==> src/scp_defines.svh <==
// Register offsets, field positions, reset values and timing counts
`ifndef SCP_DEFINES_SVH
`define SCP_DEFINES_SVH
`define SCP_OFF_DEBOUNCE 8'h04
`define SCP_OFF_GATE_ACT 8'h05
`define SCP_OFF_OVERHEAT 8'h06
`define SCP_RST_DEBOUNCE 8'h01
`define SCP_RST_GATE_ACT 8'h03
`define SCP_RST_OVERHEAT 8'h92
`define SCP_RST_SHORT_CFG 8'h81
`define SCP_DEB_MSB 4
`define SCP_ACT_HS 2
`define SCP_ACT_LSB 1
`define SCP_ACT_LSA 0
`define SCP_OT_EN 7
`define SCP_OT_LOCK 4
`define SCP_OT_TH_MSB 1
`define SCP_SC_EN_MSB 7
`define SCP_SC_EN_LSB 6
`define SCP_SC_EN_ON 2'b01
`define SCP_DEB_STEP_NS 32000
`define SCP_CLK_NS 100
`define SCP_DEB_STEP_CYC (`SCP_DEB_STEP_NS / `SCP_CLK_NS)
`endif

==> src/scp_pkg.sv <==
// Types shared by the protection configuration block
package scp_pkg;
  typedef enum logic [1:0] {
    SCP_OT_85C,
    SCP_OT_100C,
    SCP_OT_125C,
    SCP_OT_150C
  } scp_ot_thresh_e;
  typedef struct packed {
    logic high_side;
    logic low_side_b;
    logic low_side_a;
  } scp_gate_s;
  typedef enum logic [1:0] {
    SCP_DB_IDLE,
    SCP_DB_COUNT,
    SCP_DB_HELD
  } scp_db_state_e;
endpackage : scp_pkg

==> src/scp_debounce.sv <==
// Short-current persistence filter: one event pulse per qualified condition
`timescale 1ns/10ps
`include "scp_defines.svh"
module scp_debounce #(
  parameter int STEP_CYC = `SCP_DEB_STEP_CYC
) (
  input wire logic clk,
  input wire logic rst,
  input wire logic cond,
  input wire logic [4:0] sel,
  output logic event_pulse
);
  // Target is sel times step in 21 bits; larger steps would overflow it
  if (STEP_CYC < 1 || STEP_CYC > 65535)
  begin : g_bad_step
    $error("STEP_CYC out of range");
  end
  scp_pkg::scp_db_state_e state_reg;
  logic [20:0] cnt_reg;
  logic [20:0] target;
  assign target = 21'(sel) * 21'(STEP_CYC);
  always_ff @(posedge clk or posedge rst)
  begin
    if (rst)
    begin
      state_reg <= scp_pkg::SCP_DB_IDLE;
      cnt_reg <= 21'h000000;
      event_pulse <= 1'b0;
    end
    else
    begin
      event_pulse <= 1'b0;
      case (state_reg)
        scp_pkg::SCP_DB_IDLE:
        begin
          cnt_reg <= 21'h000001;
          if (cond)
          begin
            if (sel == 5'h00)
            begin
              event_pulse <= 1'b1;
              state_reg <= scp_pkg::SCP_DB_HELD;
            end
            else
              state_reg <= scp_pkg::SCP_DB_COUNT;
          end
        end
        scp_pkg::SCP_DB_COUNT:
        begin
          // Any drop restarts the whole wait
          if (!cond)
            state_reg <= scp_pkg::SCP_DB_IDLE;
          else if (cnt_reg >= target)
          begin
            event_pulse <= 1'b1;
            state_reg <= scp_pkg::SCP_DB_HELD;
          end
          else
            cnt_reg <= cnt_reg + 21'h000001;
        end
        default:
        begin
          if (!cond)
            state_reg <= scp_pkg::SCP_DB_IDLE;
        end
      endcase
    end
  end
endmodule : scp_debounce

==> src/scp_protect.sv <==
// Short-current gate actions and over-temperature balance lock configuration
// What this block does
// Five-bit debounce select, 32 us per step, zero means no debounce.
// Short event counts only after condition persists for whole debounce time.
// Host keeps reserved bits at power-on value when writing.
// High-side action bit writable only while high-side drive input low.
// On short event, high-side output held or forced off and latched.
// High-side latch released by falling edge of high-side drive input.
// Low-side B action bit writable only while its drive input low.
// On short event, low-side B output held or forced off and latched.
// Low-side B latch released by falling edge of its drive input.
// Low-side A action bit writable only while its drive input low.
// On short event, low-side A output held or forced off and latched.
// Low-side A latch released by falling edge of its drive input.
// Over-temperature detection runs only while enable bit 7 set; resets set.
// Overheat with lock bit set forces all balance switches off, locked.
// Balance lock clears only when host writes balance field as zero.
// Two-bit threshold code selects 85, 100, 125 or 150 C; reset 10.
// Short detection active only with enable code 01; reset code 10.
// Sense above threshold pulls open-drain interrupt low.
`timescale 1ns/10ps
`include "scp_defines.svh"
module scp_protect #(
  parameter int DEB_STEP_CYC = `SCP_DEB_STEP_CYC
) (
  // Clock and reset
  input wire logic REF_CLK,
  input wire logic RST,
  // Register port
  input wire logic REG_WR,
  input wire logic [7:0] REG_ADDR,
  input wire logic [7:0] REG_WDATA,
  output logic [7:0] REG_RDATA,
  // Short-current settings from setting 1 register
  input wire logic [7:0] SHORT_CFG,
  // Analog comparators
  input wire logic SHORT_SENSE_ABOVE,
  input wire logic [3:0] OVERHEAT_ABOVE,
  // Drive inputs
  input wire logic HIGH_SIDE_DRIVE_IN,
  input wire logic LOW_SIDE_B_DRIVE_IN,
  input wire logic LOW_SIDE_A_DRIVE_IN,
  // Gate outputs
  output logic HIGH_SIDE_GATE_OUT,
  output logic LOW_SIDE_B_GATE_OUT,
  output logic LOW_SIDE_A_GATE_OUT,
  // Cell balance
  input wire logic [7:0] BALANCE_SWITCH_CONTROL,
  input wire logic BALANCE_WR,
  output logic [7:0] BALANCE_SWITCH_OUT,
  // Status
  output logic OVERHEAT_EVENT,
  output logic SHORT_EVENT,
  output logic INTERRUPT_OUT_LOW_O,
  output logic INTERRUPT_OUT_LOW_OE
);
  // Refuse step counts the debounce counter cannot hold
  if (DEB_STEP_CYC < 1 || DEB_STEP_CYC > 65535)
  begin : g_bad_step
    $error("DEB_STEP_CYC out of range");
  end

  logic [4:0] debounce_select_reg;
  scp_pkg::scp_gate_s short_action_reg;
  logic overheat_detect_enable_reg;
  logic overheat_balance_lock_reg;
  scp_pkg::scp_ot_thresh_e overheat_threshold_reg;
  logic balance_locked_reg;
  scp_pkg::scp_gate_s gate_locked_reg;
  scp_pkg::scp_gate_s drive_meta_reg;
  scp_pkg::scp_gate_s drive_sync_reg;
  scp_pkg::scp_gate_s drive_prev_reg;
  scp_pkg::scp_gate_s drive_fall;
  logic short_meta_reg;
  logic short_sync_reg;
  logic [3:0] ot_meta_reg;
  logic [3:0] ot_sync_reg;
  logic short_active;
  logic short_event_pulse;
  logic overheat_now;

  // Drive and comparator pins pass two flops before use
  always_ff @(posedge REF_CLK or posedge RST)
  begin
    if (RST)
    begin
      drive_meta_reg <= '0;
      drive_sync_reg <= '0;
      drive_prev_reg <= '0;
      short_meta_reg <= 1'b0;
      short_sync_reg <= 1'b0;
      ot_meta_reg <= 4'h0;
      ot_sync_reg <= 4'h0;
    end
    else
    begin
      drive_meta_reg <= {HIGH_SIDE_DRIVE_IN, LOW_SIDE_B_DRIVE_IN, LOW_SIDE_A_DRIVE_IN};
      drive_sync_reg <= drive_meta_reg;
      drive_prev_reg <= drive_sync_reg;
      short_meta_reg <= SHORT_SENSE_ABOVE;
      short_sync_reg <= short_meta_reg;
      ot_meta_reg <= OVERHEAT_ABOVE;
      ot_sync_reg <= ot_meta_reg;
    end
  end

  assign drive_fall = drive_prev_reg & ~drive_sync_reg;

  // Debounce register
  always_ff @(posedge REF_CLK or posedge RST)
  begin
    if (RST)
      debounce_select_reg <= 5'(`SCP_RST_DEBOUNCE);
    else if (REG_WR && REG_ADDR == `SCP_OFF_DEBOUNCE)
      debounce_select_reg <= REG_WDATA[`SCP_DEB_MSB:0];
  end

  // Action bits accept writes only while their drive input is low
  always_ff @(posedge REF_CLK or posedge RST)
  begin
    if (RST)
      short_action_reg <= 3'(`SCP_RST_GATE_ACT);
    else if (REG_WR && REG_ADDR == `SCP_OFF_GATE_ACT)
    begin
      if (!drive_sync_reg.high_side)
        short_action_reg.high_side <= REG_WDATA[`SCP_ACT_HS];
      if (!drive_sync_reg.low_side_b)
        short_action_reg.low_side_b <= REG_WDATA[`SCP_ACT_LSB];
      if (!drive_sync_reg.low_side_a)
        short_action_reg.low_side_a <= REG_WDATA[`SCP_ACT_LSA];
    end
  end

  // Over-temperature register
  always_ff @(posedge REF_CLK or posedge RST)
  begin
    if (RST)
    begin
      overheat_detect_enable_reg <= 1'(`SCP_RST_OVERHEAT >> `SCP_OT_EN);
      overheat_balance_lock_reg <= 1'(`SCP_RST_OVERHEAT >> `SCP_OT_LOCK);
      overheat_threshold_reg <= scp_pkg::scp_ot_thresh_e'(2'(`SCP_RST_OVERHEAT));
    end
    else if (REG_WR && REG_ADDR == `SCP_OFF_OVERHEAT)
    begin
      overheat_detect_enable_reg <= REG_WDATA[`SCP_OT_EN];
      overheat_balance_lock_reg <= REG_WDATA[`SCP_OT_LOCK];
      overheat_threshold_reg <= scp_pkg::scp_ot_thresh_e'(REG_WDATA[`SCP_OT_TH_MSB:0]);
    end
  end

  // Reserved bits read back as zero; host keeps them so
  always_comb
  begin
    REG_RDATA = 8'h00;
    if (REG_ADDR == `SCP_OFF_DEBOUNCE)
      REG_RDATA = {3'h0, debounce_select_reg};
    else if (REG_ADDR == `SCP_OFF_GATE_ACT)
      REG_RDATA = {5'h00, short_action_reg};
    else if (REG_ADDR == `SCP_OFF_OVERHEAT)
      REG_RDATA = {overheat_detect_enable_reg, 2'h0, overheat_balance_lock_reg, 2'h0,
                   overheat_threshold_reg};
  end

  assign short_active = SHORT_CFG[`SCP_SC_EN_MSB:`SCP_SC_EN_LSB] == `SCP_SC_EN_ON;

  scp_debounce #(
    .STEP_CYC(DEB_STEP_CYC)
  ) u_debounce (
    .clk(REF_CLK),
    .rst(RST),
    .cond(short_sync_reg && short_active),
    .sel(debounce_select_reg),
    .event_pulse(short_event_pulse)
  );

  // Latch offs; a new event beats a release in the same cycle
  always_ff @(posedge REF_CLK or posedge RST)
  begin
    if (RST)
      gate_locked_reg <= '0;
    else
    begin
      if (short_event_pulse && short_action_reg.high_side)
        gate_locked_reg.high_side <= 1'b1;
      else if (drive_fall.high_side)
        gate_locked_reg.high_side <= 1'b0;
      if (short_event_pulse && short_action_reg.low_side_b)
        gate_locked_reg.low_side_b <= 1'b1;
      else if (drive_fall.low_side_b)
        gate_locked_reg.low_side_b <= 1'b0;
      if (short_event_pulse && short_action_reg.low_side_a)
        gate_locked_reg.low_side_a <= 1'b1;
      else if (drive_fall.low_side_a)
        gate_locked_reg.low_side_a <= 1'b0;
    end
  end

  // Gate outputs follow drive unless locked; action 0 leaves them alone
  always_ff @(posedge REF_CLK or posedge RST)
  begin
    if (RST)
    begin
      HIGH_SIDE_GATE_OUT <= 1'b0;
      LOW_SIDE_B_GATE_OUT <= 1'b0;
      LOW_SIDE_A_GATE_OUT <= 1'b0;
    end
    else
    begin
      HIGH_SIDE_GATE_OUT <= drive_sync_reg.high_side && !gate_locked_reg.high_side;
      LOW_SIDE_B_GATE_OUT <= drive_sync_reg.low_side_b && !gate_locked_reg.low_side_b;
      LOW_SIDE_A_GATE_OUT <= drive_sync_reg.low_side_a && !gate_locked_reg.low_side_a;
    end
  end

  assign overheat_now = overheat_detect_enable_reg && ot_sync_reg[overheat_threshold_reg];

  // Lock set wins over a clearing write in the same cycle
  always_ff @(posedge REF_CLK or posedge RST)
  begin
    if (RST)
      balance_locked_reg <= 1'b0;
    else if (overheat_now && overheat_balance_lock_reg)
      balance_locked_reg <= 1'b1;
    else if (BALANCE_WR && BALANCE_SWITCH_CONTROL == 8'h00)
      balance_locked_reg <= 1'b0;
  end

  always_ff @(posedge REF_CLK or posedge RST)
  begin
    if (RST)
    begin
      BALANCE_SWITCH_OUT <= 8'h00;
      OVERHEAT_EVENT <= 1'b0;
      SHORT_EVENT <= 1'b0;
      INTERRUPT_OUT_LOW_OE <= 1'b0;
    end
    else
    begin
      BALANCE_SWITCH_OUT <= balance_locked_reg ? 8'h00 : BALANCE_SWITCH_CONTROL;
      OVERHEAT_EVENT <= overheat_now;
      SHORT_EVENT <= short_event_pulse;
      // Synchronized comparator, not debounced, drives the pin
      INTERRUPT_OUT_LOW_OE <= short_sync_reg && short_active;
    end
  end

  assign INTERRUPT_OUT_LOW_O = 1'b0;
endmodule : scp_protect

==> config.mk <==
export PLATFORM = sky130hd
export DESIGN_NAME = scp_protect
export DESIGN_NICKNAME = d
export VERILOG_FILES = /design/src/scp_pkg.sv /design/src/scp_debounce.sv /design/src/scp_protect.sv
export VERILOG_INCLUDE_DIRS = /design/src
export SDC_FILE = /design/constraint.sdc
export NUM_CORES = 1
export LEC_CHECK = 0
export BUFFER_PORTS_ARGS = -buffer_cell sky130_fd_sc_hd__buf_2
export CORE_ASPECT_RATIO = 1.25
export CORE_MARGIN = 4
export CORE_UTILIZATION = 55
export CTS_CLUSTER_SIZE = 28
export DETAILED_ROUTE_END_ITERATION = 12
export GPL_TIMING_DRIVEN = 0
export PLACE_DENSITY = 0.82
export SLEW_MARGIN = 5
export SYNTH_ARGS = -nofsm -noshare
export SYNTH_HDL_FRONTEND = slang
export SYNTH_SLANG_ARGS = --single-unit
==> constraint.sdc <==
create_clock -name REF_CLK -period 3.6 [get_ports REF_CLK]
set_input_delay 0.36 -clock REF_CLK [delete_from_list [all_inputs] [get_ports REF_CLK]]
set_output_delay 0.36 -clock REF_CLK [all_outputs]
set_load 0.05 [all_outputs]
* After elaboration in Yosys (flattened, before gate mapping)
Cells that the tools add are included. Widths: inputs -> output; s select.
Storage, ports and cells: bits of input ports 44, register bits 73, output and inout port bits 23, logic and storage cells 110
Operators by class: reductions and logical operators 29, muxes and demuxes 28, bitwise gates (word level) 5, $add $sub $neg 1, $lt $le $gt $ge 2, equal/unequal tests 10, multipliers 1
Operator list (count):
- $mux 21 | 2
- $pmux 21 s2 | 1
- $mux 8 | 4
- $eq 8x3->1 const B | 3
- $add 21x1->21 const B | 1
- $ge 21x14->1 | 1
- $logic_and 1x1->1 | 13
- $mux 1 | 13
- $mux 2 | 5
- $reduce_bool 2->1 | 5
- $logic_not 8->1 | 1
- $mul 5x3->8 const B | 1
- $ne 3x3->1 const B | 2
- $reduce_and 2->1 | 3
- $reduce_and 3->1 | 2
- $logic_not 5->1 | 1
- $eq 2x1->1 const B | 2
- $ne 2x1->1 const B | 2
- $pmux 2 s2 | 1
- $and 3x3->3 | 1
- $logic_not 1->1 | 3
- $lt 2x3->1 const B | 1
- $not 1->1 | 3
- $not 3->3 | 1
- other kinds (4) | 4

* Longest topological paths before layout
Gate-level depths: netlist (run 1).
word-level depth 5, depth in mapped cells 11, gate-level depth less buffers 11

* Hierarchy
A second synthesis (run 1) with hierarchy kept.
Second synthesis, totals: cell total of the unflattened synthesis 296, area total of the unflattened synthesis 3434.5 sq um
By module, submodules not included:
- scp_protect | cells each 122, sequential area each 1233.7 sq um, times used 1, area an instance 1785.5 sq um
- scp_debounce | cells each 174, sequential area each 600.6 sq um, times used 1, area an instance 1649.1 sq um

* Least setup slack after synthesis (run 1)
Ideal clock, no wire load.
kind register -> register, from reg debounce_select_reg[2], to reg u_debounce.cnt_reg[11], stages on the path, launching flop included 12, path slack 0.632 ns, setup time 0.104 ns, data required time 3.496 ns, arrival 2.864 ns, period minus slack after synthesis 2.968 ns, path through dfrtp_1 -> ha_1 -> ha_1 -> a21o_1 -> a21oi_1 -> xor2_1 -> ha_1 -> nand3_1 -> o211ai_1 -> or2_1 -> or3_1 -> o311ai_1
On the way: longest elaborated chain between the ends 4
Ends and longest elaborated chain:
- start: declaration | line scp_protect.sv:63 | logic [4:0] debounce_select_reg;
- start signal: assignment | line scp_protect.sv:113 | debounce_select_reg <= 5'(`SCP_RST_DEBOUNCE);
- start signal: assignment | line scp_protect.sv:115 | debounce_select_reg <= REG_WDATA[`SCP_DEB_MSB:0];
- $mul 5x3->8 | line scp_debounce.sv:21 | assign target = 21'(sel) * 21'(STEP_CYC);
- $ge 21x14->1 | line scp_debounce.sv:53 | else if (cnt_reg >= target)
- $ne 2x2->1 (no source line)
- $reduce_and 3->1 (no source line)
- end signal: assignment | line scp_debounce.sv:59 | cnt_reg <= cnt_reg + 21'h000001;
- end: declaration | line scp_debounce.sv:19 | logic [20:0] cnt_reg;
Every way passes these cells. A chain may end at the register's enable or synchronous reset.

* Worst setup path in the final report (run 1)
from reg debounce_select_reg[1], to reg u_debounce.cnt_reg[11]
The elaborated chain is that of the path after synthesis.

==> results.md, run 1 <==
- Crit path kind: register to register
- Fraction of registers with async set or reset after synthesis: 1.000
- Flop2flop setup slack: 0.26 ns
- Area post-placement: 3879 sq um
- Post-route clock period utilization: 0.9277
- Area Growth Syn to Fin: 17.03%
- Synth Warn #: 0
- Sequential area share after synthesis: 0.5245
- Netlist cell types: 54
- H-Tree Depth: 3
- Routed len/inst: 15.88 um
- Number of DRC markers in iteration 0: 100
- Synthesized flop and latch total: 73
- Initial DRT Pass Iterations: 4
- Worst EP required: 3.85 ns
- Fin Setup TNS: 0 ns
- FF-to-FF Start: debounce_select_reg[1]$_DFFE_PP0P_
- Worst hold path cell count: 1
- RR Endpoint: u_debounce.cnt_reg[11]$_DFFE_PP0P_
- Non-filler cells, final: 472
- Antenna Nets Post-Route: 0
- Sw Ratio: 0.2677
- Most common cell in the netlist: dfrtp_1
- Total clock buffers created by CTS: 9
- Antenna cells: 0
- Die area: 7706 sq um
- Pre-CTS setup slack: 0.2826 ns
- Row count: 32
- Largest area contributor in the netlist: dfrtp_1
- Core area: 6166 sq um
- Syn avg cell area: 11.03 sq um
- Top_reg_cell synth: dfrtp_1
- Clock tree buffer depth: 2
- Overall routing resource usage: 0.2087
- Port Buffer Count: 53
- First-pass GRT wire length: 12.36 mm
- Placed Cells: 457
- Pint: 1.307 mW
- Setup WS post-layout: 0.2603 ns
- Max Cap Violations: 0
- Via density: 5.653
- Status: completed
- PwrDens: 436.1 nW/um^2
- Metal-1 WL: 3.001 mm
- Final Slew Violations: 0
- # nets final: 444
- Slew @ Worst Pin: 0.8687 ns
- Clock Power Share: 0.398
- Reg clk slew, reported paths: 0.08 ns
- Synth top area share: 0.4794
- LEAKAGE: 1.937 nW
- Die span in y: 97.15 um
- Hold-fix buffers at CTS: 0
- Routed length on met3: 473 um
- Final Skew: 0.008809 ns
- Reg power frac: 0.485
- Final instance area: 4093 sq um
- Final Hold Vio Count: 0
- Post_cts resized: 0
- Setup crit end kind: register
- Vias: 2668
- Gpl congestion: 0.9079
- Layout cell share with drive strength beyond 1: 0.2610
- CTS tree: yes
- Synth area leaders: dfrtp_1 48%, ha_1 5.7%, dfstp_2 4.5%
- CP arrival: 3.59 ns
- Worst min path class: input port to register
- Hold EP: drive_meta_reg[0]$_DFF_PP0_
- Initial antenna violation count: 0
- Setup Viol. Count Final: 0
- Post-Syn Area: 3497 sq um
- IO Count: 67
- Total Routed Length: 7.495 mm
- Die X: 79.32 um
- Cell count after synthesis: 317
- Remaining global-route overflow: 0
- Min Tclk post-route: 3.340 ns
- Clk Latency, worst-skew pair: 0.36 ns
- Metal2 WL: 3.803 mm
- Most frequent cells after synthesis: 67 x dfrtp_1, 24 x nand2_1, 20 x nor2_1
- Vias in the first global route: 2634
- Hold_ws: 0.1022 ns
- Max-Slew Margin vs Limit: 0.4208
- Max FFs per register: 21
- Hpwl dp: 5.377 mm
- Worst-path maximum fanout: 5
- CP startpoint kind: register
- Post-CTS setup buffer count: 0
- Comb pwr share: 0.117
- Fmax achieved: 0.2994 GHz
- P_sw: 0.4778 mW
- R2R depth: 11
- Post-synth EDFFs: 0
- # DRC: 0
- Starting Density: 0.5672
- Uppermost layer routed: met4
- VDD IR max: 0.2303 mV
- # clock sinks: 73
- Clock root buffer: clkbuf_8
- RSZ-0062 raised after global routing: false
- Largest net degree at the start of global routing: 74
- Hold path start: LOW_SIDE_A_DRIVE_IN
area by class of cell:
| cell class | instances | area (sq um) |
|---|---|---|
| buffer | 14 | 81.33 |
| clock buffer | 9 | 123.9 |
| clock inverter | 6 | 90.09 |
| fill | 515 | 2073 |
| inverter | 12 | 47.55 |
| multi-input combinational | 220 | 1544 |
| sequential | 73 | 1834 |
| tap | 85 | 106.4 |
| timing repair buffer | 53 | 265.3 |
power by group through the flow:
stage               logic (mW)  registers [mW]  clock network (mW)
floorplan                0.114           0.910                   0
global placement         0.204           0.881                   0
detailed placement       0.207           0.883                   0
CTS                      0.209           0.867               0.726
global route             0.226           0.870               0.768
finish                   0.208           0.867               0.710
critical path, cell delays in order (launching register included):
cell      delay [ns]
dfrtp_1         0.44
ha_1            0.33
ha_1            0.23
fa_1            0.42
a21o_1          0.18
nand2_1         0.06
ha_1            0.24
nand3_1         0.14
o211ai_1        0.22
or2_1           0.33
or3_1           0.37
o311ai_1        0.26
logic make-up (layout without fill, tap and decap cells):
logic type               after synthesis  count (layout)  share of synthesized area
AND/OR/NAND/NOR                      129             129                     0.2032
flip-flops                            73              73                     0.5245
AO/OA/AOI/OAI                         52              52                     0.1106
buffers and inverters                 26              94                    0.03614
adder cells (fa/ha/maj)               17              17                    0.06297
multiplexers                          17              17                    0.05653
XOR/XNOR                               2               2                   0.005010
other                                  1               3                   0.001072
how the worst max path moves through the flow:
| stage | cells after the start | slack, ns | endpoint | from |
|---|---|---|---|---|
| floorplan | 11 | 0.63 | u_debounce.cnt_reg[11]$_DFFE_PP0P_ | debounce_select_reg[2]$_DFFE_PP0P_ |
| CTS | 11 | 0.27 | u_debounce.cnt_reg[11]$_DFFE_PP0P_ | debounce_select_reg[1]$_DFFE_PP0P_ |
| finish | 11 | 0.26 | u_debounce.cnt_reg[11]$_DFFE_PP0P_ | debounce_select_reg[1]$_DFFE_PP0P_ |
| detailed placement | 11 | 0.28 | u_debounce.cnt_reg[11]$_DFFE_PP0P_ | debounce_select_reg[1]$_DFFE_PP0P_ |
| global route | 11 | 0.08 | u_debounce.cnt_reg[1]$_DFFE_PP0P_ | debounce_select_reg[1]$_DFFE_PP0P_ |
| global placement | 11 | 0.35 | u_debounce.cnt_reg[1]$_DFFE_PP0P_ | debounce_select_reg[4]$_DFFE_PP0P_ |
cell usage in the layout, fill, tap and decap left out, types with 3 or more instances in the layout:
cell type   n
a211oi_1    3
a21oi_1    11
a22o_1      4
a31o_1      5
and3_1      9
buf_2      55
buf_4       3
clkbuf_1    7
clkbuf_8    9
conb_1      3
dfrtp_1    67
dfstp_2     6
ha_1       16
inv_1      11
mux2_2     12
mux2i_1     4
nand2_1    24
nand2b_1    5
nand3_1    15
nand3b_1    3
nand4_1     6
nand4b_1    3
nor2_1     20
nor2b_1    19
nor3_1      7
nor4_1      5
o211ai_1    5
o21a_1      3
o311ai_0    3
o311ai_1    4
or3_1       3
per-stage QoR:
step | util | total power, mW
detailed placement | 0.6291 | 1.090
floorplan | - | 1.025
finish | 0.6638 | 1.785
global route | 0.6638 | 1.864
global placement | 0.6287 | 1.084
CTS | 0.6638 | 1.802
routing by layer:
metal  GRT usage  vias to the layer above
met5           0                        -
met4     0.09921                        0
met3     0.06494                       19
met2      0.3463                       92
met1      0.2426                     1281
li1            -                     1276
(Power assumes the default switching activity.)
==> run 2, diff against run 1 <==
--- a/config.mk
+++ b/config.mk
@@ -6,14 +6,14 @@
 export SDC_FILE = /design/constraint.sdc
 export NUM_CORES = 1
 export LEC_CHECK = 0
-export BUFFER_PORTS_ARGS = -buffer_cell sky130_fd_sc_hd__buf_2
 export CORE_ASPECT_RATIO = 1.25
 export CORE_MARGIN = 4
-export CORE_UTILIZATION = 55
+export CORE_UTILIZATION = 57
 export CTS_CLUSTER_SIZE = 28
 export DETAILED_ROUTE_END_ITERATION = 12
+export DONT_BUFFER_PORTS = 1
 export GPL_TIMING_DRIVEN = 0
-export PLACE_DENSITY = 0.82
+export PLACE_DENSITY = 0.78
 export SLEW_MARGIN = 5
 export SYNTH_ARGS = -nofsm -noshare
 export SYNTH_HDL_FRONTEND = slang
==> constraint.sdc (replaced) <==
create_clock -name REF_CLK -period 3 [get_ports REF_CLK]
set_input_delay 0.3 -clock REF_CLK [delete_from_list [all_inputs] [get_ports REF_CLK]]
set_output_delay 0.3 -clock REF_CLK [all_outputs]
set_load 0.05 [all_outputs]
==> results.md, run 2 (synthesis gave the netlist of run 1 again) <==
- Status: finished, violations left
- Failing checks: negative setup slack
- Most frequent cells in the layout: 65 x dfrtp_1, 23 x nand2_1, 19 x nor2_1, 18 x nor2b_1, 14 x nand3_1
- Flop2flop setup slack: -0.13 ns (-0.39 ns)
- VDD IR max: 0.3171 mV (+38%)
- Total Routed Length: 8.204 mm (+9.5%)
- Commonest non-fill, non-tap cell in the layout: dfrtp_1
- RSZ-0062 raised after global routing: true
- Total clock buffers created by CTS: 9 (unchanged)
- Post-route clock period utilization: 1.044 (+0.1159)
- CP arrival: 3.36 ns (-0.23 ns)
- Setup crit end kind: register
- Fmax achieved: 0.3194 GHz (+6.7%)
- H-Tree Depth: 3 (unchanged)
- Final Hold Vio Count: 0 (unchanged)
- Min Tclk post-route: 3.131 ns (-0.2089 ns)
- Setup crit start: debounce_select_reg[2]$_DFFE_PP0P_
- Worst EP required: 3.23 ns (-0.62 ns)
- Crit path cell chain: buf_6 -> ha_4 -> ha_4 -> fa_2 -> xnor2_2 -> ha_1 -> nand3_2 -> o211ai_1 -> buf_4 -> nor3_4 -> and2_4 -> a221o_1
- Via density: 5.913 (+4.6%)
- CTS tree: yes
- Largest net degree at the start of global routing: 42 (-43%)
- Hold_ws: 0.08827 ns (-0.01391 ns)
- Gpl congestion: 0.9011 (-0.75%)
- Antenna Nets Post-Route: 0 (unchanged)
- Final instance area: 4288 sq um (+4.8%)
- Slew @ Worst Pin: 0.8972 ns (+0.02850 ns)
- Vias: 2596 (-2.7%)
- Setup Viol. Count Final: 18 (+18)
- Reg clk slew, reported paths: 0.08 ns (about the same)
- Reg power frac: 0.494 (+0.009)
- Clock tree buffer depth: 2 (unchanged)
- Die area: 7461 sq um (-3.2%)
- Max FFs per register: 21 (unchanged)
- Most used cell, CP: ha_4
- Remaining global-route overflow: 0 (unchanged)
- # DRC: 0 (unchanged)
- Max Cap Violations: 0 (unchanged)
- Initial DRT Pass Iterations: 4 (unchanged)
- Row count: 31 (-3.1%)
- First-pass GRT wire length: 12.88 mm (+4.1%)
- Final Slew Violations: 0 (unchanged)
- Comb pwr share: 0.122 (+0.005)
- LEAKAGE: 1.845 nW (-4.8%)
- Die X: 78.06 um (-1.6%)
- Critical path's slowest cell: dfrtp_2
- Final Skew: 0.009268 ns (+0.0004592 ns)
- Max-Slew Margin vs Limit: 0.3996 (-0.02121)
- Port Buffer Count: 0 (-100%)
- RR Endpoint: u_debounce.cnt_reg[1]$_DFFE_PP0P_
- IO Count: 67 (unchanged)
- FF+latch area: 1837 sq um (+0.14%)
- Number of DRC markers in iteration 0: 149 (+49%)
- Hold path start: BALANCE_SWITCH_CONTROL[6]
- Layout cell share with drive strength beyond 1: 0.2633 (+0.002323)
- Vias in the first global route: 2579 (-2.1%)
- Multi-input gate area: 1789 sq um (+16%)
- Setup WS post-layout: -0.1308 ns (-0.3911 ns)
- FF-to-FF Start: debounce_select_reg[2]$_DFFE_PP0P_
- Crit-path max cell delay: 0.45 ns (about the same)
- Hpwl dp: 5.222 mm (-2.9%)
- Pint: 1.597 mW (+22%)
- # clock sinks: 73 (unchanged)
- Fillcell total: 385 (-25%)
- Hold EP: BALANCE_SWITCH_OUT[6]$_DFF_PP0_
- Total chip power: 2.189 mW (+23%)
- Area post-placement: 3640 sq um (-6.2%)
- Clock Power Share: 0.384 (-0.014)
- # nets final: 414 (-6.8%)
- Placed Cells: 402 (-12%)
- Overall routing resource usage: 0.2285 (+0.01973)
- Antenna cells: 0 (unchanged)
- Worst-path maximum fanout: 8 (+3)
- P_sw: 0.5923 mW (+24%)
- Crit path kind: register to register
- Worst hold path cell count: 1 (unchanged)
- Core area: 5896 sq um (-4.4%)
- Die span in y: 95.58 um (-1.6%)
- Clk Latency, worst-skew pair: 0.35 ns (about the same)
- R2R depth: 12 (+1)
- Worst min path class: input port to register
- PwrDens: 510.5 nW/um^2 (+17%)
- CP startpoint kind: register
- Starting Density: 0.5932 (+0.02600)
- Routed len/inst: 18.69 um (+18%)
- Sw Ratio: 0.2706 (+0.002873)
- Non-filler cells, final: 439 (-7.0%)
- Clock root buffer: clkbuf_8
- Initial antenna violation count: 0 (unchanged)
- Area Growth Syn to Fin: 22.61%
## run 2: changes by cell type in the layout (fill, tap and decap cells not counted), sizes merged
cell,change
dlygate4sd3,+9
buf,-39
## run 2: cell type report
cell class,instances,area share
flip-flops and latches,73,0.4284
multi-input cells,220,0.4173
repair buffers,23,0.04902
clock buffers,9,0.02889
well taps,82,0.02393
clock inverters,6,0.02101
plain buffers,14,0.02043
inverters,12,0.01109
## run 2: metrics by stage
stage           TNS, ns  utilization  setup WS [ns]
2_1_floorplan         0            -        0.03178
3_3_place_gp     -2.539       0.6118        -0.2422
3_5_place_dp     -4.394       0.6174        -0.3209
4_1_cts        -0.04410       0.7008       -0.02947
5_1_grt          -2.731       0.7273        -0.2287
6_report        -0.9118       0.7273        -0.1308
## run 2: how the worst max path moves through the flow
stage               cells past startpoint                                  to  slack [ns]
finish                                 12   u_debounce.cnt_reg[1]$_DFFE_PP0P_       -0.13
global route                           12   u_debounce.cnt_reg[1]$_DFFE_PP0P_       -0.23
CTS                                    11  u_debounce.cnt_reg[11]$_DFFE_PP0P_       -0.03
detailed placement                     11   u_debounce.cnt_reg[1]$_DFFE_PP0P_       -0.32
global placement                       11   u_debounce.cnt_reg[1]$_DFFE_PP0P_       -0.24
floorplan                              11  u_debounce.cnt_reg[11]$_DFFE_PP0P_        0.03
## run 2: power groups by stage
| stage | registers [mW] | clock network (mW) | logic (mW) |
|---|---|---|---|
| 4_1_cts | 1.08 | 0.853 | 0.208 |
| 2_1_floorplan | 1.09 | 0 | 0.137 |
| 3_3_place_gp | 1.10 | 0 | 0.172 |
| 6_report | 1.08 | 0.841 | 0.266 |
| 5_1_grt | 1.09 | 0.904 | 0.289 |
| 3_5_place_dp | 1.10 | 0 | 0.179 |
## run 2: routing by layer
metal | share of wire | wire length, um | global-route usage
met5 | 0 | 0 | 0
met4 | 0.033 | 267 | 0.1050
met3 | 0.049 | 399 | 0.05671
met2 | 0.54 | 4411 | 0.4107
met1 | 0.38 | 3126 | 0.2555
## run 2: repair_timing
item,in CTS,in global routing
setup endpoints to repair,21,21
hold buffers,9,0
buffers inserted,8,3
resized for setup,23,24
pin swaps,13,15
gates cloned,0,2
endpoints found under the hold margin,39,0
## run 2: critical path: cells and delay by family, from the launching register on
| kind | cells | cell delay (ns) |
|---|---|---|
| AO/OA/AOI/OAI | 2 | 0.70 |
| XOR/XNOR | 1 | 0.16 |
| adder cells (fa/ha/maj) | 4 | 1.02 |
| buffers and inverters | 2 | 0.34 |
| flip-flops | 1 | 0.45 |
| AND/OR/NAND/NOR | 3 | 0.35 |
